$ cat src/verilog/sarc_pkg.sv
// constants and types shared by the sar conversion control block
// assumes a 100 MHz system clock and one converter per instance
package sarc_pkg;
   localparam int SARC_RES_BITS = 12;
   localparam int SARC_SYS_CLK_HZ = 100_000_000;
   localparam int SARC_CONV_CLK_MAX_HZ = 18_000_000;
   localparam int SARC_CONV_CLK_MIN_HZ = 1_000_000;
   // fastest legal conversion clock: least divider, rounded up
   localparam int SARC_CONV_DIV = (SARC_SYS_CLK_HZ + SARC_CONV_CLK_MAX_HZ - 1) / SARC_CONV_CLK_MAX_HZ;
   localparam int SARC_CONV_DIV_MAX = SARC_SYS_CLK_HZ / SARC_CONV_CLK_MIN_HZ;
   localparam int SARC_DIV_W = 7;
   localparam int SARC_CONV_STEPS = 18;
   localparam int SARC_SAMPLE_STEPS = 5;
   localparam int SARC_STEP_W = 5;
   localparam logic [SARC_STEP_W-1:0] SARC_LAST_STEP = 5'h11;
   localparam logic [SARC_STEP_W-1:0] SARC_MSB_STEP = 5'h05;
   localparam logic [SARC_STEP_W-1:0] SARC_PRE_MSB_STEP = 5'h04;
   localparam logic [SARC_RES_BITS-1:0] SARC_MSB_MASK = 12'h800;
   localparam int SARC_CLK_PERIOD_NS = 10;
   localparam int SARC_READY_TIME_NS = 10_000;
   localparam int SARC_READY_CYC = (SARC_READY_TIME_NS + SARC_CLK_PERIOD_NS - 1) / SARC_CLK_PERIOD_NS;
   localparam int SARC_WAIT_W = 11;
   localparam int SARC_FIFO_DEPTH = 16;

   typedef enum logic [1:0] {
      SARC_ST_OFF = 2'b00,
      SARC_ST_WAIT = 2'b01,
      SARC_ST_IDLE = 2'b11,
      SARC_ST_CONV = 2'b10
   } sarc_state_e;
endpackage

$ cat src/verilog/sarc_conv_ctrl.sv
// conversion control of a 12-bit successive-approximation converter and its result fifo
// assumes the analog side settles the comparator within one conversion clock period
// and that the reader of the fifo is on the system clock
//
// How it works
// - each conversion yields one 12-bit result, at most 1 Msps, with single-ended or differential input.
// - result bits are decided one at a time against the dac, msb first and lsb last.
// - the conversion clock is eighteen times the sample rate and lies between 1 MHz and 18 MHz.
// - a conversion starts on the software start bit or on the hardware frame-start input.
// - after power-up or wake no conversion starts until 10 us have passed; starts in that time are dropped.
// - a finished conversion sets a status flag and raises frame-end until the result is read.
// - frame-end is fit to drive an interrupt or a dma request.
// - the single-conversion select picks continuous conversion or one conversion per start.
// - continuous results leave by dma, one request per sample, with no cpu help.
`timescale 1ns/1ns

// ----------------------------------------------------------------
// result fifo
// ----------------------------------------------------------------
module sarc_fifo #(
   parameter int WIDTH = 12,
   parameter int DEPTH = 16
) (
   input wire logic clk_sys_in,
   input wire logic rstn_in,
   input wire logic in_valid_in,
   output logic in_ready_out,
   input wire logic [WIDTH-1:0] in_data_in,
   output logic out_valid_out,
   input wire logic out_ready_in,
   output logic [WIDTH-1:0] out_data_out,
   output logic [$clog2(DEPTH):0] level_out
);
   localparam int AW = $clog2(DEPTH);
   logic [WIDTH-1:0] mem_q [DEPTH];
   logic [AW:0] wr_q, wr_d, rd_q, rd_d;
   logic wr_en, rd_en;

   always_comb begin
      in_ready_out = (wr_q - rd_q) != (AW+1)'(DEPTH);
      out_valid_out = wr_q != rd_q;
      wr_en = in_valid_in && in_ready_out;
      rd_en = out_ready_in && out_valid_out;
      wr_d = wr_en ? wr_q + 1'b1 : wr_q;
      rd_d = rd_en ? rd_q + 1'b1 : rd_q;
      level_out = wr_q - rd_q;
      out_data_out = mem_q[rd_q[AW-1:0]];
   end

   always_ff @(posedge clk_sys_in) begin
      if (!rstn_in) begin
         wr_q <= '0;
         rd_q <= '0;
      end else begin
         wr_q <= wr_d;
         rd_q <= rd_d;
      end
      if (wr_en) begin
         mem_q[wr_q[AW-1:0]] <= in_data_in;
      end
   end
endmodule

// ----------------------------------------------------------------
// conversion control
// ----------------------------------------------------------------
module sarc_conv_ctrl import sarc_pkg::*; #(
   parameter int CONV_DIV = SARC_CONV_DIV,
   parameter int FIFO_DEPTH = SARC_FIFO_DEPTH
) (
   input wire logic clk_sys_in,
   input wire logic rstn_in,
   input wire logic pwr_on_in,
   input wire logic start_in,
   input wire logic frame_start_in,
   input wire logic single_conversion_select_in,
   input wire logic diff_sel_in,
   input wire logic comp_in,
   input wire logic rd_ready_in,
   output logic [SARC_RES_BITS-1:0] dac_code_out,
   output logic sample_out,
   output logic diff_mode_out,
   output logic ready_out,
   output logic busy_out,
   output logic done_flag_out,
   output logic frame_end_out,
   output logic [SARC_RES_BITS-1:0] result_out
);
   localparam int LW = $clog2(FIFO_DEPTH) + 1;
   localparam logic [SARC_DIV_W-1:0] DIV_LAST = SARC_DIV_W'(CONV_DIV - 1);
   localparam logic [SARC_WAIT_W-1:0] WAIT_LAST = SARC_WAIT_W'(SARC_READY_CYC - 1);
   localparam logic [LW-1:0] ROOM_TWO = LW'(FIFO_DEPTH - 2);

   sarc_state_e state_q, state_d;
   logic [SARC_STEP_W-1:0] step_q, step_d;
   logic [SARC_DIV_W-1:0] div_q, div_d;
   logic [SARC_WAIT_W-1:0] wait_q, wait_d;
   logic [SARC_RES_BITS-1:0] sar_q, sar_d, dac_q, dac_d, mask;
   logic diff_q, diff_d, done_q, done_d;
   logic sof_meta_q, sof_sync_q, sof_prev_q, comp_meta_q, comp_sync_q;
   logic tick, sof_rise, start_evt, push, fifo_in_ready, rd_fire;
   logic [LW-1:0] fifo_level;

   // ----------------------------------------------------------------
   // synchronisers
   // ----------------------------------------------------------------
   always_ff @(posedge clk_sys_in) begin
      if (!rstn_in) begin
         sof_meta_q <= 1'b0;
         sof_sync_q <= 1'b0;
         sof_prev_q <= 1'b0;
         comp_meta_q <= 1'b0;
         comp_sync_q <= 1'b0;
      end else begin
         sof_meta_q <= frame_start_in;
         sof_sync_q <= sof_meta_q;
         sof_prev_q <= sof_sync_q;
         comp_meta_q <= comp_in;
         comp_sync_q <= comp_meta_q;
      end
   end

   // ----------------------------------------------------------------
   // sequencer
   // ----------------------------------------------------------------
   always_comb begin
      tick = div_q == DIV_LAST;
      sof_rise = sof_sync_q && !sof_prev_q;
      // continuous mode needs no start; frame-start may stay unconnected
      start_evt = start_in || sof_rise || !single_conversion_select_in;
      mask = dac_q & ~sar_q;
      state_d = state_q;
      step_d = step_q;
      div_d = tick ? '0 : div_q + 1'b1;
      wait_d = wait_q;
      sar_d = sar_q;
      dac_d = dac_q;
      diff_d = diff_q;
      push = 1'b0;
      case (state_q)
         SARC_ST_OFF: begin
            wait_d = '0;
            if (pwr_on_in) begin
               state_d = SARC_ST_WAIT;
            end
         end
         SARC_ST_WAIT: begin
            // starts are dropped, not queued, until the front end is ready
            if (wait_q == WAIT_LAST) begin
               state_d = SARC_ST_IDLE;
            end else begin
               wait_d = wait_q + 1'b1;
            end
         end
         SARC_ST_IDLE: begin
            if (start_evt && fifo_in_ready) begin
               state_d = SARC_ST_CONV;
               step_d = '0;
               div_d = '0;
               sar_d = '0;
               dac_d = '0;
               diff_d = diff_sel_in;
            end
         end
         SARC_ST_CONV: begin
            // start requests are not looked at here
            if (tick) begin
               step_d = step_q + 1'b1;
               if (step_q == SARC_PRE_MSB_STEP) begin
                  dac_d = SARC_MSB_MASK;
               end else if (mask != '0) begin
                  sar_d = comp_sync_q ? dac_q : sar_q;
                  dac_d = sar_d | (mask >> 1);
               end
               if (step_q == SARC_LAST_STEP) begin
                  push = 1'b1;
                  step_d = '0;
                  sar_d = '0;
                  dac_d = '0;
                  // keep running only while the fifo can take the next result too
                  if (single_conversion_select_in || fifo_level > ROOM_TWO) begin
                     state_d = SARC_ST_IDLE;
                  end
               end
            end
         end
         default: state_d = SARC_ST_OFF;
      endcase
      if (!pwr_on_in) begin
         state_d = SARC_ST_OFF;
      end
      rd_fire = rd_ready_in && frame_end_out;
      done_d = push || (done_q && !rd_fire);
   end

   always_ff @(posedge clk_sys_in) begin
      if (!rstn_in) begin
         state_q <= SARC_ST_OFF;
         step_q <= '0;
         div_q <= '0;
         wait_q <= '0;
         sar_q <= '0;
         dac_q <= '0;
         diff_q <= 1'b0;
         done_q <= 1'b0;
      end else begin
         state_q <= state_d;
         step_q <= step_d;
         div_q <= div_d;
         wait_q <= wait_d;
         sar_q <= sar_d;
         dac_q <= dac_d;
         diff_q <= diff_d;
         done_q <= done_d;
      end
   end

   assign dac_code_out = dac_q;
   assign diff_mode_out = diff_q;
   assign ready_out = state_q == SARC_ST_IDLE || state_q == SARC_ST_CONV;
   assign busy_out = state_q == SARC_ST_CONV;
   assign sample_out = busy_out && step_q < SARC_MSB_STEP;
   assign done_flag_out = done_q;

   // frame-end is the fifo's valid: it stays up until every result is read
   sarc_fifo #(
      .WIDTH(SARC_RES_BITS),
      .DEPTH(FIFO_DEPTH)
   ) u_fifo (
      .clk_sys_in(clk_sys_in),
      .rstn_in(rstn_in),
      .in_valid_in(push),
      .in_ready_out(fifo_in_ready),
      .in_data_in(sar_q),
      .out_valid_out(frame_end_out),
      .out_ready_in(rd_ready_in),
      .out_data_out(result_out),
      .level_out(fifo_level)
   );

   // ----------------------------------------------------------------
   // checks
   // ----------------------------------------------------------------
   localparam int CONV_CYC = SARC_CONV_STEPS * CONV_DIV;
   localparam int CONV_SPAN = SARC_CONV_STEPS * CONV_DIV - 1;
   logic [SARC_DIV_W-1:0] gap_q;
   always_ff @(posedge clk_sys_in) begin
      if (!rstn_in) begin
         gap_q <= '0;
      end else begin
         gap_q <= tick || (state_q == SARC_ST_IDLE && state_d == SARC_ST_CONV) ? '0 : gap_q + 1'b1;
      end
   end
endmodule

$ cat config.mk
export PLATFORM = sky130hd
export DESIGN_NAME = sarc_conv_ctrl
export DESIGN_NICKNAME = d
export VERILOG_FILES = /design/src/verilog/sarc_pkg.sv /design/src/verilog/sarc_conv_ctrl.sv
export SDC_FILE = /design/constraint.sdc
export NUM_CORES = 1
export LEC_CHECK = 0
export ABC_AREA = 1
export BUFFER_PORTS_ARGS = -buffer_cell sky130_fd_sc_hd__buf_2
export CORE_MARGIN = 8
export CORE_UTILIZATION = 35
export DETAILED_ROUTE_END_ITERATION = 10
export GPL_TIMING_DRIVEN = 0
export PLACE_DENSITY_LB_ADDON = 0.12
export SLEW_MARGIN = 20
export SYNTH_ARGS = -nofsm -noshare
export SYNTH_HDL_FRONTEND = slang
export SYNTH_SLANG_ARGS = --single-unit
$ cat constraint.sdc
create_clock -name clk_sys_in -period 3.2 [get_ports clk_sys_in]
set_input_delay 0 -clock clk_sys_in [delete_from_list [all_inputs] [get_ports clk_sys_in]]
set_output_delay 0 -clock clk_sys_in [all_outputs]
set_load 0.01 [all_outputs]
=== Yosys cells after proc, flatten, opt, wreduce, memory -nomap -nowiden ===
Memory sizes are Yosys's and may differ from the RTL's. A register that Yosys moved wholly into a read port is not among the register bits.
Cells that the tools add are included.

* Output and inout bits: 30
* Bits in registers: 66
* Memories kept: 1
* Bits in writable memories: 192
* Input port bits: 9

* $lt $le $gt $ge: 2
* Muxes and demuxes: 34
* Bitwise logic cells: 3
* Add/sub/neg operators: 6
* Reductions and logical operators: 25
* Equal/unequal tests: 18

{| class="wikitable"
|+ Memories
! name !! words !! bits a word !! read ports !! clocked after Yosys merged registers in !! write ports !! RTL line !! RTL
|-
| u_fifo.mem_q || 16 || 12 || 1 || 1 || 1 || sarc_conv_ctrl.sv:35 || <nowiki>logic [WIDTH-1:0] mem_q [DEPTH];</nowiki>
|}

{| class="wikitable"
|+ Operator list
! kind !! count
|-
| 2-to-1 mux 12 bit || 10
|-
| one-hot mux 12 bit (2 select lines) || 2
|-
| one-hot mux 11 bit (2 select lines) || 1
|-
| 2-to-1 mux 7 bit || 3
|-
| adder 5 x 1 -> 5 bit, second input constant || 3
|-
| 2-to-1 mux 5 bit || 3
|-
| bitwise AND 12 bit || 1
|-
| NOT 12 bit || 1
|-
| bitwise OR 12 x 11 -> 12 bit || 1
|-
| nonzero test 12 bit || 1
|-
| adder 11 x 1 -> 11 bit, second input constant || 1
|-
| equality test 11 x 10 -> 1 bit, second input constant || 1
|-
| 2-to-1 mux 11 bit || 1
|-
| 2-to-1 mux 2 bit || 5
|-
| one-hot mux 5 bit (2 select lines) || 1
|-
| AND reduction 5 bit || 2
|-
| 2-to-1 mux 4 bit || 2
|-
| one-hot mux 2 bit (4 select lines) || 1
|-
| adder 7 x 1 -> 7 bit, second input constant || 1
|-
| equality test 7 x 3 -> 1 bit, second input constant || 1
|-
| logical AND 1 bit || 6
|-
| != test 2 x 1 -> 1 bit, second input constant || 3
|-
| != test 2 bit, second input constant || 3
|-
| AND reduction 2 bit || 3
|-
| other kinds (19) || 31
|}

=== Longest topological paths before layout ===
* Word-level depth: 8
* Gate-level depth with buffers: 15
* Gate-level depth less buffers: 15

=== Hierarchy ===
A second synthesis with hierarchy kept.

* Cells, all modules: 1,128
* Area, all modules: 11,388.4 µm²

{| class="wikitable"
|+ Modules (own cells, without submodules)
! module !! area each (µm²) !! cells each !! times used
|-
| sarc_fifo || 8,441.8 || 694 || 1
|-
| sarc_conv_ctrl || 2,946.6 || 434 || 1
|}

=== Worst setup path before layout ===
Ideal clock, no wire load.

* Kind: register -> register
* Start point: reg u_fifo.wr_q[0]
* End point: mem u_fifo.mem_q[12][0], enable pin
* Library setup time: 0.380 ns
* Required time: 2.820 ns
* Slack: 0.447 ns
* Arrival: 2.373 ns
* Stages on the path, launching flop included: 13
* Path through: dfxtp_1 > inv_1 > ha_1 > inv_1 > fa_1 > nand3_1 > nand2_1 > nand2_1 > nand2_1 > nand3_4 > nor3b_2 > nand2_1 > nor2_1

* Cells in the longest elaborated chain, start to end: 5

{| class="wikitable"
|+ RTL lines
! element !! RTL line !! RTL
|-
| from (decl) || sarc_conv_ctrl.sv:36 || <nowiki>logic [AW:0] wr_q, wr_d, rd_q, rd_d;</nowiki>
|-
| from (signal assigned) || sarc_conv_ctrl.sv:55 || <nowiki>wr_q <= wr_d;</nowiki>
|-
| subtractor 5 bit || sarc_conv_ctrl.sv:40 || <nowiki>in_ready_out = (wr_q - rd_q) != (AW+1)'(DEPTH);</nowiki>
|-
| != test 5 bit || sarc_conv_ctrl.sv:40 ||
|-
| logical AND 1 bit || sarc_conv_ctrl.sv:42 || <nowiki>wr_en = in_valid_in && in_ready_out;</nowiki>
|-
| 2-to-1 mux 1 bit || sarc_conv_ctrl.sv:58 || <nowiki>if (wr_en) begin</nowiki>
|-
| 2-to-1 mux 1 bit (implied by the code) || sarc_conv_ctrl.sv:59 || <nowiki>mem_q[wr_q[AW-1:0]] <= in_data_in;</nowiki>
|-
| to (decl) || sarc_conv_ctrl.sv:35 ||
|}

Parallel ways exist; a longest one is shown, timed or not.

=== Final worst setup path ===
* Start point: reg u_fifo.wr_q[0]
* End point: mem u_fifo.mem_q[9][4], enable pin

Same word-level chain as after synthesis.

==> results.yml <==
layout:
  final_cell_area_sq_um: 13790
  drive_above_1_share_pct: 13.59
  fin_nets: 1201
  syn_to_final_growth_pct: 19.16
  fin_util_pct: 42.38
  seqCellArea_sq_um: 7168
  multi_input_area_sq_um: 3812
  instances_no_fill: 1641
  fillers: 3202
  n_antenna_cell: 0
clocking:
  cts_sinks: 262
  cts_made_buffers: 29
  clock-root-buffer: "clkbuf_16"
  clkTransAtPathRegs_ns: 0.06
  clk_path_buf_depth: 3
  cts_tree: "done"
  htree_levels: 1
  clk_latency_ns: 0.54
logic_synthesis:
  synth.yosys.warnings: 0
  netlist.area_leader.share_pct: 49.82
  ys_async_sr_fraction_pct: 0
  synth_seq_area_share_pct: 61.93
  synth_nets: 1109
  synth_top_flop_cell: "edfxtp_1"
  synth_cell_types: 42
  synth_edf_count: 192
  syn_area_sq_um: 11570
  ys_ff_latch: 262
  synthTopCellsByArea: "edfxtp_1 50%, dfxtp_1 12%, nand2_1 5.3%"
  avgSynthCellArea_sq_um: 10.68
  yosysTopAreaCell: "edfxtp_1"
  syn_inst: 1084
power:
  leakage_nw: 4.840
  ir_drop_uv: 361.5
  p_per_area_nw_per_um2: 542.6
floorplanning:
  io_pins: 39
  dieArea_sq_um: 39140
  coreArea_sq_um: 32540
  die_y_um: 197.8
  rows: 66
  die_w_um: 197.8
  start_util_pct: 35.57
sta:
  finalCritPeriodShare_pct: 94.43
  slew_violations: 0
  hold_viol: 0
  tns_ns: 0
  setup_viol: 0
  worstMarginPinSlew_ns: 0.9409
  skew_ns: 0.006959
  rsz0062_at_grt: "no"
  finalCriticalPeriod_ns: 3.022
  max_freq_mhz: 330.9
  maxSlewHeadroom_pct: 37.19
global_route:
  grt.overflow.total: 0
  grt_pass1_vias: 7912
  grt_use_met3_pct: 2.615
  grt_max_degree: 20
  busiest_layer: "met2"
  gr-usage-all-layers_pct: 15.98
  grt_first_pass_wirelength_mm: 47.77
  grt_use_met2_pct: 25.56
  use_met1_pct: 21.94
  antenna_found_initial: 0
worst_hold_path:
  min_to: "step_q[4]"
  min_path_cells: 5
  hp-class: "in -> reg"
  hp-start: "single_conversion_select_in"
critical_path:
  worstPathArrival_ns: 3.28
  crit_type: "reg -> reg"
  start_kind: "flop"
  critPathRequiredTime_ns: 3.46
  rr_worst_depth: 12
  rr_startpoint: "u_fifo.wr_q[0]"
  cp_max_fo: 11
  slowest_stage: "fa_2"
  endpoint_kind: "flop"
  slowest_delay_ns: 0.52
  r2r-end: "u_fifo.mem_q[9][4]"
  cp_cell_sequence: "inv_2 -> ha_1 -> inv_1 -> fa_2 -> inv_1 -> nand2_1 -> nor2_2 -> nand3_4 -> nor3b_2 -> nand2_1 -> nor2_4 -> buf_12"
  reg2reg_slack_ns: 0.18
detailed_routing:
  drtIter0Drc: 526
  routed_wirelength_mm: 31.42
  drc: 0
  ant_nets: 0
  wl_per_cell_um: 19.15
  via_count: 8075
  viasPerCell: 4.921
  drt-pass1-iter-count: 5
place:
  port_buffers: 37
  gp_congestion: 0.8494
  placed_cell_area_sq_um: 12330
  placed_cells: 1563
  hpwl_mm: 20.87
job:
  cap_violations: 0
run_status:
  status: "complete, no violations"
[report_power, final]
part	leakage (nW)	switching (W)	internal [W]	total, W
clock network	0.475	0.00134	0.00207	0.00341
logic	2.26	0.000283	0.000142	0.000425
registers	2.11	0.0000254	0.00362	0.00365
total	4.84	0.00165	0.00584	0.00748
[sequential cells by signal, summed over array words and instances, names as in the netlist, 2 cells and up, named ones only]
signal / count
dac_code_out: 12
div_q: 7
sar_q: 12
state_q: 2
step_q: 5
u_fifo.mem_q: 192
u_fifo.rd_q: 5
u_fifo.wr_q: 5
wait_q: 11
[metal layers]
metal	up-vias	part of all wire (%)
li1	3960	-
met1	3842	47
met2	214	45
met3	59	5.2
met4	0	3.4
met5	-	0
[through the flow]
step                      worst slack [ns]  total power (W)  hold WS [ns]
after floorplan                     0.4470         0.003985       0.09763
after global placement             -0.4357         0.004138        0.1870
after global routing               0.03482         0.007740       0.08019
after detailed placement           -0.4055         0.004139        0.1869
final                               0.1783         0.007482       0.03776
after CTS                          -0.2432         0.007568       0.02799
[synth_stat cells, drive strengths merged, types with 2 or more instances]
cell    instances
buf            27
a21oi          96
dfxtp          70
a31oi           2
nand4           5
nor3b           5
nor2           85
o211ai         48
nand3          68
nor3           14
xor2            6
clkbuf         25
mux2i          48
or2             3
ha             15
inv           113
edfxtp        192
xnor2           3
nand2         171
o21ai          83
[logic make-up (layout without fill, tap and decap cells)]
group / after synthesis / after routing / synth area share [%]
simple gates: 352 / 352 / 14.06
flops: 262 / 262 / 61.93
compound gates: 231 / 231 / 11.11
buf+inv: 166 / 281 / 6.271
mux: 48 / 48 / 4.152
fa+ha+maj: 16 / 16 / 1.795
xor+xnor: 9 / 9 / 0.6812
[placed cells by master (no fill, tap or decap), types with 15 or more instances in the layout]
cell	n
mux2i_1	48
dfxtp_1	69
nor2_1	65
o211ai_1	48
edfxtp_1	192
clkbuf_16	29
buf_2	48
ha_1	15
a21oi_1	95
inv_1	110
nor2_4	17
o21ai_0	80
clkbuf_1	28
nand2_1	162
nand3_1	63
[critical path: cells and delay by family (launching register included)]
kind	cells	cell delay [ns]
adder cells (fa/ha/maj)	2	0.67
AND/OR/NAND/NOR	6	1.33
buffers and inverters	4	0.37
flip-flops	1	0.35
[cell type report]
class                      count  share of cell area [%]
buffer                        52                   2.087
clock buffer                  33                   5.444
clock inverter                21                   1.624
inverter                     114                   3.176
multi-input combinational    656                   27.65
sequential                   262                   51.98
tap                          442                   4.011
timing repair buffer          61                   4.029
[worst max-delay path by stage]
stage	start	endpoint
6_report	u_fifo.wr_q[0]	u_fifo.mem_q[9][4]
3_3_place_gp	u_fifo.wr_q[0]	u_fifo.mem_q[2][8]
5_1_grt	u_fifo.wr_q[0]	diff_mode_out
3_5_place_dp	u_fifo.wr_q[0]	u_fifo.mem_q[9][5]
4_1_cts	u_fifo.wr_q[0]	u_fifo.mem_q[2][5]
2_1_floorplan	u_fifo.wr_q[0]	u_fifo.mem_q[12][0]
[what timing repair did]
item | 4_1_cts | 5_1_grt
setup buffers | 2 | 11
hold buffers | 11 | 0
endpoints found under the setup margin | 192 | 193
pin swaps | 2 | 11
endpoints found under the hold margin | 48 | 0
resized for setup | 22 | 8
Power figures use the tool's default switching activity.
